[src/shared/frame_builder_defs.svh]
`ifndef FRAME_BUILDER_DEFS_SVH
`define FRAME_BUILDER_DEFS_SVH

`define FB_DELIM 8'h7E
`define FB_TYPE_NODE_ID 8'h95
`define FB_TYPE_REMOTE_RSP 8'h97
`define FB_TYPE_EXT_STATUS 8'h98
`define FB_NET_ADDR_UNKNOWN 16'hFFFE
`define FB_CKSUM_BASE 8'hFF
`define FB_ST_JOIN_START 8'h00
// Arbitrary neutral maker code for the node identification frame
`define FB_MAKER_CODE 16'hA5A5
`define FB_NODE_ID_BODY_LEN 6'd29
`define FB_MAX_PAYLOAD 5'd16
`define FB_FIFO_DEPTH 8
`define FB_HDR_LEN 6'd4
`define FB_RSP_FIXED_LEN 6'd15
`define FB_EXT_FIXED_LEN 6'd2

`endif

[src/shared/frame_builder_pkg.sv]
package frame_builder_pkg;
    typedef struct packed {
        logic [7:0] frame_id;
        logic [63:0] addr64;
        logic [15:0] addr16;
        logic addr16_known;
        logic [15:0] cmd_name;
        logic [7:0] status;
        logic [4:0] data_len;
        logic [127:0] data;
    } remote_rsp_t;

    typedef struct packed {
        logic [7:0] code;
        logic [4:0] data_len;
        logic [127:0] data;
    } ext_status_t;

    typedef struct packed {
        logic [63:0] addr64;
        logic [15:0] addr16;
        logic [7:0] rx_opts;
        logic [15:0] remote16;
        logic [63:0] remote64;
        logic [15:0] name;
        logic [15:0] parent16;
        logic [7:0] dev_type;
        logic [7:0] src_event;
        logic [15:0] profile;
    } node_id_t;

    typedef enum logic [2:0] {
        RSP_OK = 3'h0,
        RSP_ERROR = 3'h1,
        RSP_BAD_CMD = 3'h2,
        RSP_BAD_PARAM = 3'h3,
        RSP_TX_FAIL = 3'h4
    } rsp_status_t;
endpackage : frame_builder_pkg

[src/rtl/api_response_frame_builder.sv]
// Functional notes
// Frame opens 0x7E, two-byte length MSB first, then the frame type byte.
// Node identification frame puts fixed maker code at offsets 33-34 before checksum.
// Reply to an earlier remote command request goes out as a type 0x97 frame.
// Offset 4 of the response echoes the frame identifier of the request.
// Offsets 5-12 hold the answering device 64-bit address, MSB first.
// Offsets 13-14 hold its 16-bit address, or 0xFFFE when unknown.
// Offsets 15-16 echo the two-character command name.
// Status at offset 17: 0 ok, 1 error, 2 bad command, 3 bad parameter, 4 tx fail.
// Query data follows from offset 18; a register write carries none.
// One request may yield several responses sharing one frame identifier.
// Type 0x98 trace frames only go out while the verbose-join option is on.
// Trace frames are suppressed in command mode on the newer behaviour.
// Trace frame carries status code at offset 4, code-dependent data from 5.
// Code 0x00 marks a join attempt start, one byte of attempt count.
// Checksum is 0xFF minus low byte of sum from frame type to last data.
`timescale 1ns/10ps
`include "frame_builder_defs.svh"
module api_response_frame_builder (
    input wire logic clk_in,
    input wire logic rst_n_in,
    input wire logic rsp_valid_in,
    output logic rsp_ready_out,
    input wire frame_builder_pkg::remote_rsp_t rsp_in,
    input wire logic ext_valid_in,
    output logic ext_ready_out,
    input wire frame_builder_pkg::ext_status_t ext_in,
    input wire logic node_valid_in,
    output logic node_ready_out,
    input wire frame_builder_pkg::node_id_t node_in,
    input wire logic verbose_join_option_in,
    input wire logic command_mode_in,
    input wire logic suppress_in_cmd_mode_in,
    output logic tx_valid_out,
    input wire logic tx_ready_in,
    output logic [7:0] tx_data_out,
    output logic ext_dropped_out
);
    import frame_builder_pkg::*;

    // ------------------------------------------------------------
    // Frame capture
    // ------------------------------------------------------------
    typedef enum logic [3:0] {
        ST_IDLE = 4'b0001,
        ST_HDR = 4'b0010,
        ST_BODY = 4'b0100,
        ST_CKSUM = 4'b1000
    } state_t;

    state_t state_reg;
    state_t state_next;
    logic [7:0] body_reg [36];
    logic [5:0] body_len_reg;
    logic [5:0] idx_reg;
    logic [7:0] sum_reg;
    logic fifo_in_ready;
    logic [7:0] fifo_byte;
    logic ext_dropped_reg;

    function automatic logic [7:0] byte_of(input logic [127:0] d, input int i);
        byte_of = d[127-8*i -: 8];
    endfunction : byte_of

    function automatic logic [5:0] body_len(input logic [5:0] fixed, input logic [4:0] n);
        body_len = 6'(fixed + {1'b0, n});
    endfunction : body_len

    wire idle = (state_reg == ST_IDLE);
    wire ext_allowed = verbose_join_option_in && !(suppress_in_cmd_mode_in && command_mode_in);
    wire take_node = idle && node_valid_in;
    wire take_rsp = idle && !node_valid_in && rsp_valid_in;
    wire take_ext = idle && !node_valid_in && !rsp_valid_in && ext_valid_in && ext_allowed;
    wire drop_ext = idle && !node_valid_in && !rsp_valid_in && ext_valid_in && !ext_allowed;
    wire [4:0] rsp_n = (rsp_in.data_len > `FB_MAX_PAYLOAD) ? `FB_MAX_PAYLOAD : rsp_in.data_len;
    wire [4:0] ext_n = (ext_in.data_len > `FB_MAX_PAYLOAD) ? `FB_MAX_PAYLOAD : ext_in.data_len;
    wire [15:0] rsp_addr16 = rsp_in.addr16_known ? rsp_in.addr16 : `FB_NET_ADDR_UNKNOWN;
    function automatic logic tx_advance(input logic rdy, input state_t st);
        tx_advance = rdy && (st != ST_IDLE);
    endfunction : tx_advance

    wire fire = tx_advance(fifo_in_ready, state_reg);
    wire [15:0] len_field = {10'h000, body_len_reg};

    assign node_ready_out = idle;
    assign rsp_ready_out = idle && !node_valid_in;
    assign ext_ready_out = idle && !node_valid_in && !rsp_valid_in;
    assign ext_dropped_out = ext_dropped_reg;

    always_ff @(posedge clk_in) begin
        if (take_node) begin
            body_reg[0] <= `FB_TYPE_NODE_ID;
            for (int i = 0; i < 8; i++) begin
                body_reg[1+i] <= node_in.addr64[63-8*i -: 8];
                body_reg[14+i] <= node_in.remote64[63-8*i -: 8];
            end
            body_reg[9] <= node_in.addr16[15:8];
            body_reg[10] <= node_in.addr16[7:0];
            body_reg[11] <= node_in.rx_opts;
            body_reg[12] <= node_in.remote16[15:8];
            body_reg[13] <= node_in.remote16[7:0];
            body_reg[22] <= node_in.name[15:8];
            body_reg[23] <= node_in.name[7:0];
            body_reg[24] <= node_in.parent16[15:8];
            body_reg[25] <= node_in.parent16[7:0];
            body_reg[26] <= node_in.dev_type;
            body_reg[27] <= node_in.src_event;
            body_reg[28] <= node_in.profile[15:8];
            body_reg[29] <= node_in.profile[7:0];
            body_reg[30] <= 8'(`FB_MAKER_CODE >> 8);
            body_reg[31] <= 8'(`FB_MAKER_CODE);
        end else if (take_rsp) begin
            body_reg[0] <= `FB_TYPE_REMOTE_RSP;
            body_reg[1] <= rsp_in.frame_id;
            for (int i = 0; i < 8; i++) begin
                body_reg[2+i] <= rsp_in.addr64[63-8*i -: 8];
            end
            body_reg[10] <= rsp_addr16[15:8];
            body_reg[11] <= rsp_addr16[7:0];
            body_reg[12] <= rsp_in.cmd_name[15:8];
            body_reg[13] <= rsp_in.cmd_name[7:0];
            body_reg[14] <= rsp_in.status;
            for (int i = 0; i < 16; i++) begin
                body_reg[15+i] <= byte_of(rsp_in.data, i);
            end
        end else if (take_ext) begin
            body_reg[0] <= `FB_TYPE_EXT_STATUS;
            body_reg[1] <= ext_in.code;
            for (int i = 0; i < 16; i++) begin
                body_reg[2+i] <= byte_of(ext_in.data, i);
            end
        end
    end

    // ------------------------------------------------------------
    // Serializer
    // ------------------------------------------------------------
    wire hdr_last = (idx_reg == 6'(`FB_HDR_LEN - 6'd2));
    wire body_last = (idx_reg == 6'(body_len_reg - 6'd1));

    always_comb begin
        state_next = state_reg;
        unique case (state_reg)
            ST_IDLE: begin
                if (take_node || take_rsp || take_ext) begin
                    state_next = ST_HDR;
                end
            end
            ST_HDR: begin
                if (fire && hdr_last) begin
                    state_next = ST_BODY;
                end
            end
            ST_BODY: begin
                if (fire && body_last) begin
                    state_next = ST_CKSUM;
                end
            end
            ST_CKSUM: begin
                if (fire) begin
                    state_next = ST_IDLE;
                end
            end
        endcase
    end

    // Header bytes: delimiter then length MSB, LSB
    wire [7:0] hdr_byte = (idx_reg == 6'd0) ? `FB_DELIM :
        (idx_reg == 6'd1) ? len_field[15:8] : len_field[7:0];
    wire [7:0] cur_byte = (state_reg == ST_HDR) ? hdr_byte :
        (state_reg == ST_BODY) ? body_reg[idx_reg] :
        8'(`FB_CKSUM_BASE - sum_reg);

    always_ff @(posedge clk_in) begin
        if (!rst_n_in) begin
            state_reg <= ST_IDLE;
            idx_reg <= '0;
            body_len_reg <= '0;
            sum_reg <= '0;
            ext_dropped_reg <= 1'b0;
        end else begin
            state_reg <= state_next;
            ext_dropped_reg <= drop_ext;
            if (take_node) begin
                body_len_reg <= `FB_NODE_ID_BODY_LEN + 6'd3;
            end else if (take_rsp) begin
                body_len_reg <= body_len(`FB_RSP_FIXED_LEN, rsp_n);
            end else if (take_ext) begin
                body_len_reg <= body_len(`FB_EXT_FIXED_LEN, ext_n);
            end
            if (idle) begin
                idx_reg <= '0;
                sum_reg <= '0;
            end else if (fire) begin
                if ((state_reg == ST_HDR && hdr_last) || state_reg == ST_BODY && body_last) begin
                    idx_reg <= '0;
                end else begin
                    idx_reg <= 6'(idx_reg + 6'd1);
                end
                if (state_reg == ST_BODY) begin
                    sum_reg <= 8'(sum_reg + body_reg[idx_reg]);
                end
            end
        end
    end

    // ------------------------------------------------------------
    // Output buffer
    // ------------------------------------------------------------
    byte_fifo #(.WIDTH(8), .DEPTH(`FB_FIFO_DEPTH)) u_fifo (
        .clk_in(clk_in),
        .rst_n_in(rst_n_in),
        .in_valid_in(state_reg != ST_IDLE),
        .in_ready_out(fifo_in_ready),
        .in_data_in(cur_byte),
        .out_valid_out(tx_valid_out),
        .out_ready_in(tx_ready_in),
        .out_data_out(fifo_byte)
    );
    assign tx_data_out = fifo_byte;

    // ------------------------------------------------------------
    // Checks
    // ------------------------------------------------------------
    AST_FIRST_DELIM: assert property (@(posedge clk_in) disable iff (!rst_n_in)
        (state_reg == ST_HDR && idx_reg == 6'd0) |-> cur_byte == `FB_DELIM)
        else $error("frame does not open with delimiter");
    AST_HDR_TO_BODY: assert property (@(posedge clk_in) disable iff (!rst_n_in)
        (state_reg == ST_HDR && fire && hdr_last) |=> state_reg == ST_BODY && idx_reg == 6'd0)
        else $error("header length wrong");
    AST_RSP_TYPE: assert property (@(posedge clk_in) disable iff (!rst_n_in)
        take_rsp |=> body_reg[0] == `FB_TYPE_REMOTE_RSP && state_reg == ST_HDR)
        else $error("response frame type wrong");
    AST_RSP_ID: assert property (@(posedge clk_in) disable iff (!rst_n_in)
        take_rsp |=> body_reg[1] == $past(rsp_in.frame_id))
        else $error("frame id not echoed");
    AST_RSP_ADDR16: assert property (@(posedge clk_in) disable iff (!rst_n_in)
        (take_rsp && !rsp_in.addr16_known) |=> {body_reg[10], body_reg[11]} == `FB_NET_ADDR_UNKNOWN)
        else $error("unknown address not 0xFFFE");
    AST_RSP_LEN: assert property (@(posedge clk_in) disable iff (!rst_n_in)
        take_rsp |=> body_len_reg == 6'(`FB_RSP_FIXED_LEN + $past(rsp_n)))
        else $error("response length wrong");
    AST_EXT_GATE: assert property (@(posedge clk_in) disable iff (!rst_n_in)
        take_ext |-> verbose_join_option_in)
        else $error("trace frame while option off");
    AST_EXT_CMD: assert property (@(posedge clk_in) disable iff (!rst_n_in)
        (suppress_in_cmd_mode_in && command_mode_in && idle && ext_valid_in && !rsp_valid_in
         && !node_valid_in) |=> ext_dropped_out)
        else $error("trace frame not suppressed");
    AST_NODE_MAKER: assert property (@(posedge clk_in) disable iff (!rst_n_in)
        take_node |=> {body_reg[30], body_reg[31]} == `FB_MAKER_CODE && body_len_reg == 6'd32)
        else $error("maker code misplaced");
    AST_CKSUM_END: assert property (@(posedge clk_in) disable iff (!rst_n_in)
        (state_reg == ST_CKSUM && fire) |=> state_reg == ST_IDLE)
        else $error("checksum not last byte");
endmodule : api_response_frame_builder

[src/rtl/byte_fifo.sv]
`timescale 1ns/10ps
module byte_fifo #(
    parameter int WIDTH = 8,
    parameter int DEPTH = 8
) (
    input wire logic clk_in,
    input wire logic rst_n_in,
    input wire logic in_valid_in,
    output logic in_ready_out,
    input wire logic [WIDTH-1:0] in_data_in,
    output logic out_valid_out,
    input wire logic out_ready_in,
    output logic [WIDTH-1:0] out_data_out
);
    localparam int AW = $clog2(DEPTH);
    logic [WIDTH-1:0] mem [DEPTH];
    logic [AW-1:0] wr_ptr_reg;
    logic [AW-1:0] rd_ptr_reg;
    logic [AW:0] count_reg;
    wire push = in_valid_in && in_ready_out;
    wire pop = out_valid_out && out_ready_in;

    assign in_ready_out = (count_reg != (AW+1)'(DEPTH));
    assign out_valid_out = (count_reg != '0);
    assign out_data_out = mem[rd_ptr_reg];

    always_ff @(posedge clk_in) begin
        if (push) begin
            mem[wr_ptr_reg] <= in_data_in;
        end
    end

    always_ff @(posedge clk_in) begin
        if (!rst_n_in) begin
            wr_ptr_reg <= '0;
            rd_ptr_reg <= '0;
            count_reg <= '0;
        end else begin
            if (push) begin
                wr_ptr_reg <= AW'(wr_ptr_reg + 1'b1);
            end
            if (pop) begin
                rd_ptr_reg <= AW'(rd_ptr_reg + 1'b1);
            end
            count_reg <= (AW+1)'(count_reg + push - pop);
        end
    end
endmodule : byte_fifo

[config.mk]
export PLATFORM = sky130hd
export DESIGN_NAME = api_response_frame_builder
export DESIGN_NICKNAME = d
export VERILOG_FILES = /design/src/shared/frame_builder_pkg.sv /design/src/rtl/api_response_frame_builder.sv /design/src/rtl/byte_fifo.sv
export VERILOG_INCLUDE_DIRS = /design/src /design/src/shared
export SDC_FILE = /design/constraint.sdc
export NUM_CORES = 1
export LEC_CHECK = 0
export BUFFER_PORTS_ARGS = -buffer_cell sky130_fd_sc_hd__buf_2
export CORE_MARGIN = 5
export CORE_UTILIZATION = 30
export CTS_CLUSTER_SIZE = 28
export DETAILED_ROUTE_END_ITERATION = 10
export PLACE_DENSITY_LB_ADDON = 0.15
export SLEW_MARGIN = 10
export SYNTH_ARGS = -nofsm -noshare
export SYNTH_HDL_FRONTEND = slang
export SYNTH_SLANG_ARGS = --single-unit
[constraint.sdc]
create_clock -name clk_in -period 6.3 [get_ports clk_in]
set_input_delay 0.63 -clock clk_in [delete_from_list [all_inputs] [get_ports clk_in]]
set_output_delay 0.63 -clock clk_in [all_outputs]
set_load 0.01 [all_outputs]
Word level (Yosys, flattened, before mapping)
Memory sizes are Yosys's and may differ from the RTL's. A register that Yosys moved wholly into a read port is not among the register bits.
Index checks and enable logic that the tools add are counted.
{ "totals": {"ram_bits": 352, "ff_bits": 35, "rom_bits": 0, "latchBits": 0, "input_bits": 628, "memories": 2, "output_inout_bits": 13, "wordCells": 196} }
{ "op_classes": {"n_bitwise": 50, "shift": 0, "n_eq_ne": 13, "n_addsub": 10, "multipliers": 0, "mux": 80, "n_div": 0, "reduce_logical": 30, "magnitude_cmp": 2} }
{ "memory_table": {"columns": ["name", "words", "word_bits", "read_ports", "rd_clocked_by_memory_dff", "wr", "line", "text"], "rows": [
  ["body_reg", 36, 8, 1, 1, 32, "api_response_frame_builder.sv:53", "logic [7:0] body_reg [36];"],
  ["u_fifo.mem", 8, 8, 1, 1, 1, "byte_fifo.sv:16", "logic [WIDTH-1:0] mem [DEPTH];"]
]} }
{ "op_table": {"columns": ["cell", "n"], "rows": [
  ["2-to-1 mux 8 bit", 51],
  ["bitwise OR 1 bit", 49],
  ["2-to-1 mux 6 bit", 7],
  ["2-to-1 mux 16 bit", 1],
  ["2-to-1 mux 4 bit", 4],
  ["one-hot mux 4 bit (4 select lines)", 1],
  ["logical AND 1 bit", 15],
  ["2-to-1 mux 1 bit", 11],
  ["greater-than comparator 5 bit (second input constant)", 2],
  ["2-to-1 mux 5 bit", 2],
  ["adder 8 bit", 1],
  ["subtractor 8 bit (first input constant)", 1],
  ["2-to-1 mux 7 bit", 1],
  ["adder 2 x 5 -> 6 bit (first input constant)", 1],
  ["adder 3 x 1 -> 3 bit (second input constant)", 2],
  ["adder 4 x 5 -> 6 bit (first input constant)", 1],
  ["adder 6 x 1 -> 6 bit (second input constant)", 1],
  ["== test 6 x 1 -> 1 bit (second input constant)", 1],
  ["== test 6 x 2 -> 1 bit (second input constant)", 1],
  ["== test 6 bit", 1],
  ["logical NOT 6 bit", 1],
  ["2-to-1 mux 3 bit", 2],
  ["inequality test 2 bit (second input constant)", 3],
  ["subtractor 6 x 1 -> 6 bit (second input constant)", 1],
  ["other kinds (18)", 24]
]} }

Logic depth before layout (Yosys ltp)
{ "logic_depth": {"depth_word": 10, "depth_mapped": 17, "depth_no_buf": 13} }

Modules after synthesis
From an unflattened synthesis, not the netlist that was laid out.
{ "unflattened": {"hier_cells": 1573, "hier_area_um2": 18107.4} }
{ "modules_own_cells": {"columns": ["mod", "cells_per_inst", "n_inst", "seq_area_each_um2", "area_each_um2"], "rows": [
  ["api_response_frame_builder", 1402, 1, 7897.6, 14926.8],
  ["byte_fifo", 171, 1, 2182.1, 3180.6]
]} }

Least setup slack after synthesis
Ideal clock, no wire load.
{ "synth_path": {"path_type": "register -> register", "start": "register state_reg[1]", "end": "memory body_reg[0][1], enable pin", "slack_ps": 1511, "synth_period_minus_slack_ps": 4789, "n_path_buf": 4, "setup_time_ps": 469, "t_required_ps": 5831, "path_stages_with_launch": 12, "arrival_ps": 4320, "cell_sequence": "dfxtp_1 buf_6 or4b_1 buf_2 or3_4 clkinv_2 nand3_4 clkinv_2 nor2_2 buf_6 buf_2 nand2_1"} }
{ "synth_rtl": {"columns": ["element", "line", "text"], "rows": [
  ["start: declaration", "api_response_frame_builder.sv:51", "state_t state_reg;"],
  ["start signal: assignment", "api_response_frame_builder.sv:182", "state_reg <= state_next;"],
  ["end: declaration", "api_response_frame_builder.sv:53", null]
]} }

==> key figures <==
Outcome
  – Status: completed

Placement
  – DP Worst Slack: between 1.5 and 2 ns
  – I/O Buffers: 640
  – Post-detail-place hpwl: about 56000 µm
  – Dpl cells: 2915
  – GP Congestion: about 0.86

Synthesis
  – Asr flop ratio synth: 0%
  – Top_reg_cell synth: edfxtp_1
  – Post-synthesis register bit count: 350
  – Post-synth EDFFs: a little over 300
  – Syn Area/Cell: approximately 11 µm²
  – Mapped cell area: about 18000 µm²
  – Syn nets: roughly 2200
  – Seq/Total Area, Yosys: a little under three fifths
  – Yosys warnings: 0
  – Synth cell types: 65
  – Cells after Synth: 1585

Timing
  – Finish-stage setup viols: 0
  – Period utilization: between 70% and 80%
  – Slew HR: between 30 and 40%
  – RSZ-0062 raised after global routing: no
  – Fmax: approximately 220 MHz
  – Least-Margin Pin Slew: around 1.0 ns
  – Post-layout worst setup margin: ~1.8 ns
  – Clk_skew: between 0.01 and 0.015 ns
  – Fin. max-slew vios: 0
  – Fin Setup TNS: 0 ns
  – Final Critical Period: between 4 and 5 ns
  – Final Hold Fails: 0

Clocking
  – CTS tree: built
  – Worst-path clk slew: ~0.060 ns
  – Number of CTS-inserted buffers: 40
  – H-tree levels: 2
  – CTS Sinks: 350
  – Clock Latency Late Sink: roughly 0.56 ns
  – Max clock buf depth: 3
  – Post_cts resized: 0
  – Postcts setup bufs: 0
  – Hold_buf cts: 0
  – Clk root buf: clkbuf_16

Detailed routing
  – DRT Wirelength: 71400 µm
  – DR iter-0 viols: around 1200
  – Remaining DRCs: 0
  – Pre-antenna DRT Iters: 5
  – Number of vias per cell: slightly below 5
  – Via count: approximately 15000
  – Final ANT Viol Nets: 0
  – Wire per inst: 23.8 µm

Cells and area
  – Fin util: 39.1%
  – Most frequent cells in the layout: 640 x buf_2, 572 x nand2_1, 307 x edfxtp_1
  – Commonest non-fill, non-tap cell in the layout: buf_2
  – Area Overhead vs Synth: 28.8%
  – Largest register FFs: around 240
  – Layout cells sized above 1: a little under two fifths
  – Non-Filler Instances: 2999
  – Layout Nets: around 2800

Power
  – Pwr Density: 321 nW/µm²
  – Leakage: 9.81 nW
  – Worst vdd ir: roughly 190 µV

Die
  – Core area: about 59000 µm²
  – Die area: 64900 µm²
  – Initial Util: 30.4%
  – Die Wd: between 200 and 300 µm
  – Io pins: about 640
  – # rows: between 80 and 90
  – Die Height: roughly 250 µm

Global route
  – First-pass GRT wire length: between 90000 and 100000 µm
  – Total GRT Usage: about a fifth
  – Vias in the first global route: 15226
  – Pin count of the biggest net entering global routing: 100
  – Initial antenna violation count: 32
  – Global route total overflow: 0

Critical path
  – Setup CP Type: reg -> reg
  – CP Max Fanout: 51
  – Critical Path RT: about 6.7 ns
  – Critical-path top delay cell: dfxtp_4
  – Startpoint Class: flop
  – Crit-path most repeated cell: a21oi_1
  – Setup crit end kind: flop
  – CP Cell Sequence: buf_4, mux4_2, mux2_2, a21oi_1, a21oi_1, ha_1, fa_1, a21o_1, a21oi_1, o21bai_1, a21oi_1, xor2_1, o31ai_1
  – Worst stage delay on the critical path: around 0.9 ns
  – Critical path arrival: slightly below 5 ns

Worst hold path
  – Worst Hold Class: in -> reg

Job
  – Max Cap Violations: 0
[metal layers]
metal	vias up	global-route usage, %	wire length [µm]
met3	103	4.30	4400
met2	529	35.4	35900
met5	-	0	80
met1	7294	27.6	29600
met4	12	5.68	1540
li1	6982	-	-
[critical path, delay by kind of cell (launching register included)]
kind | cells | cell delay (ns)
compound gates | 7 | 1.20
flops | 1 | 0.92
fa+ha+maj | 2 | 0.73
buf+inv | 1 | 0.42
xor+xnor | 1 | 0.17
mux | 2 | 0.81
[report_power, final]
part | switching, mW | leakage (nW) | total, mW | internal (mW)
clock network | 0.938 | 0.627 | 2.32 | 1.38
logic | 1.05 | 5.99 | 1.91 | 0.865
registers | 0.242 | 3.18 | 3.19 | 2.95
total | 2.23 | 9.81 | 7.43 | 5.20
[cells by family (layout without fill, tap and decap cells)]
logic type                 after synthesis  count (layout)  share of synthesized area, %
DFF                                    350             350                          56.1
buffers and inverters                  141             768                          3.78
and+or+nand+nor                        692             692                          15.7
xor gates and xnor gates                26              26                          1.27
AOI/OAI and AO/OA                      239             239                          9.53
muxes                                  113             113                          11.9
adders and majority gates               24              24                          1.76
other                                    0              14                             0
[per-stage QoR]
stage / instance area, µm² / hold WS (ns) / total power, mW
global route: 23100 / 0.319 / 7.80
detailed placement: 21800 / 0.469 / 5.19
finish: 23100 / 0.332 / 7.43
floorplan: 18000 / 0.444 / 4.39
CTS: 23100 / 0.291 / 7.53
global placement: 21800 / 0.467 / 5.16
[cells in the mapped netlist (all sizes together), types with 2 or more instances]
cell type	count	share of area (%)
a22oi	120	5.0
mux2i	17	0.95
o31ai	2	0.084
nand4	2	0.070
mux4	78	9.8
clkinv	2	0.056
a21boi	2	0.084
nor4b	2	0.098
o211ai	3	0.13
nor2b	8	0.28
a31oi	4	0.14
nand3	10	0.35
a21oi	39	1.1
and3	6	0.21
and2	3	0.10
nand2	577	12
mux2	18	1.1
nor2	38	0.82
ha	22	1.5
dfxtp	43	4.8
a2111oi	2	0.098
edfxtp	307	51
nor4	4	0.22
nor3	17	0.47
inv	36	0.75
nor3b	3	0.13
clkbuf	36	0.76
a221oi	3	0.22
xnor2	16	0.78
nand2b	11	0.38
a221o	20	1.1
a22o	2	0.098
o21bai	2	0.084
o21ai	23	0.64
fa	2	0.22
a21o	5	0.21
a211oi	6	0.25
buf	67	2.2
xor2	10	0.49
or3	4	0.17
[area by class of cell]
class / instances / area [µm²]
timing repair buffer: 660 / 3350
inverter: 38 / 151
clock buffer: 50 / 1080
tap: 773 / 967
fill: 5761 / 36000
sequential: 350 / 10100
antenna: 14 / 35.0
clock inverter: 20 / 220
multi-input combinational: 1094 / 7240
[final timing paths]
path                                    from              end  slack (ns)  depth (start not counted)
worst min-delay path            ext_valid_in  ext_dropped_out        0.33                          3
worst max-delay path                    flop       sum_reg[6]        1.84                         13
worst max register to register          flop       sum_reg[6]        1.84                         13
worst min register to register    sum_reg[0]       sum_reg[0]        0.48                          2
Note: power is estimated with default switching activity, not from simulation.
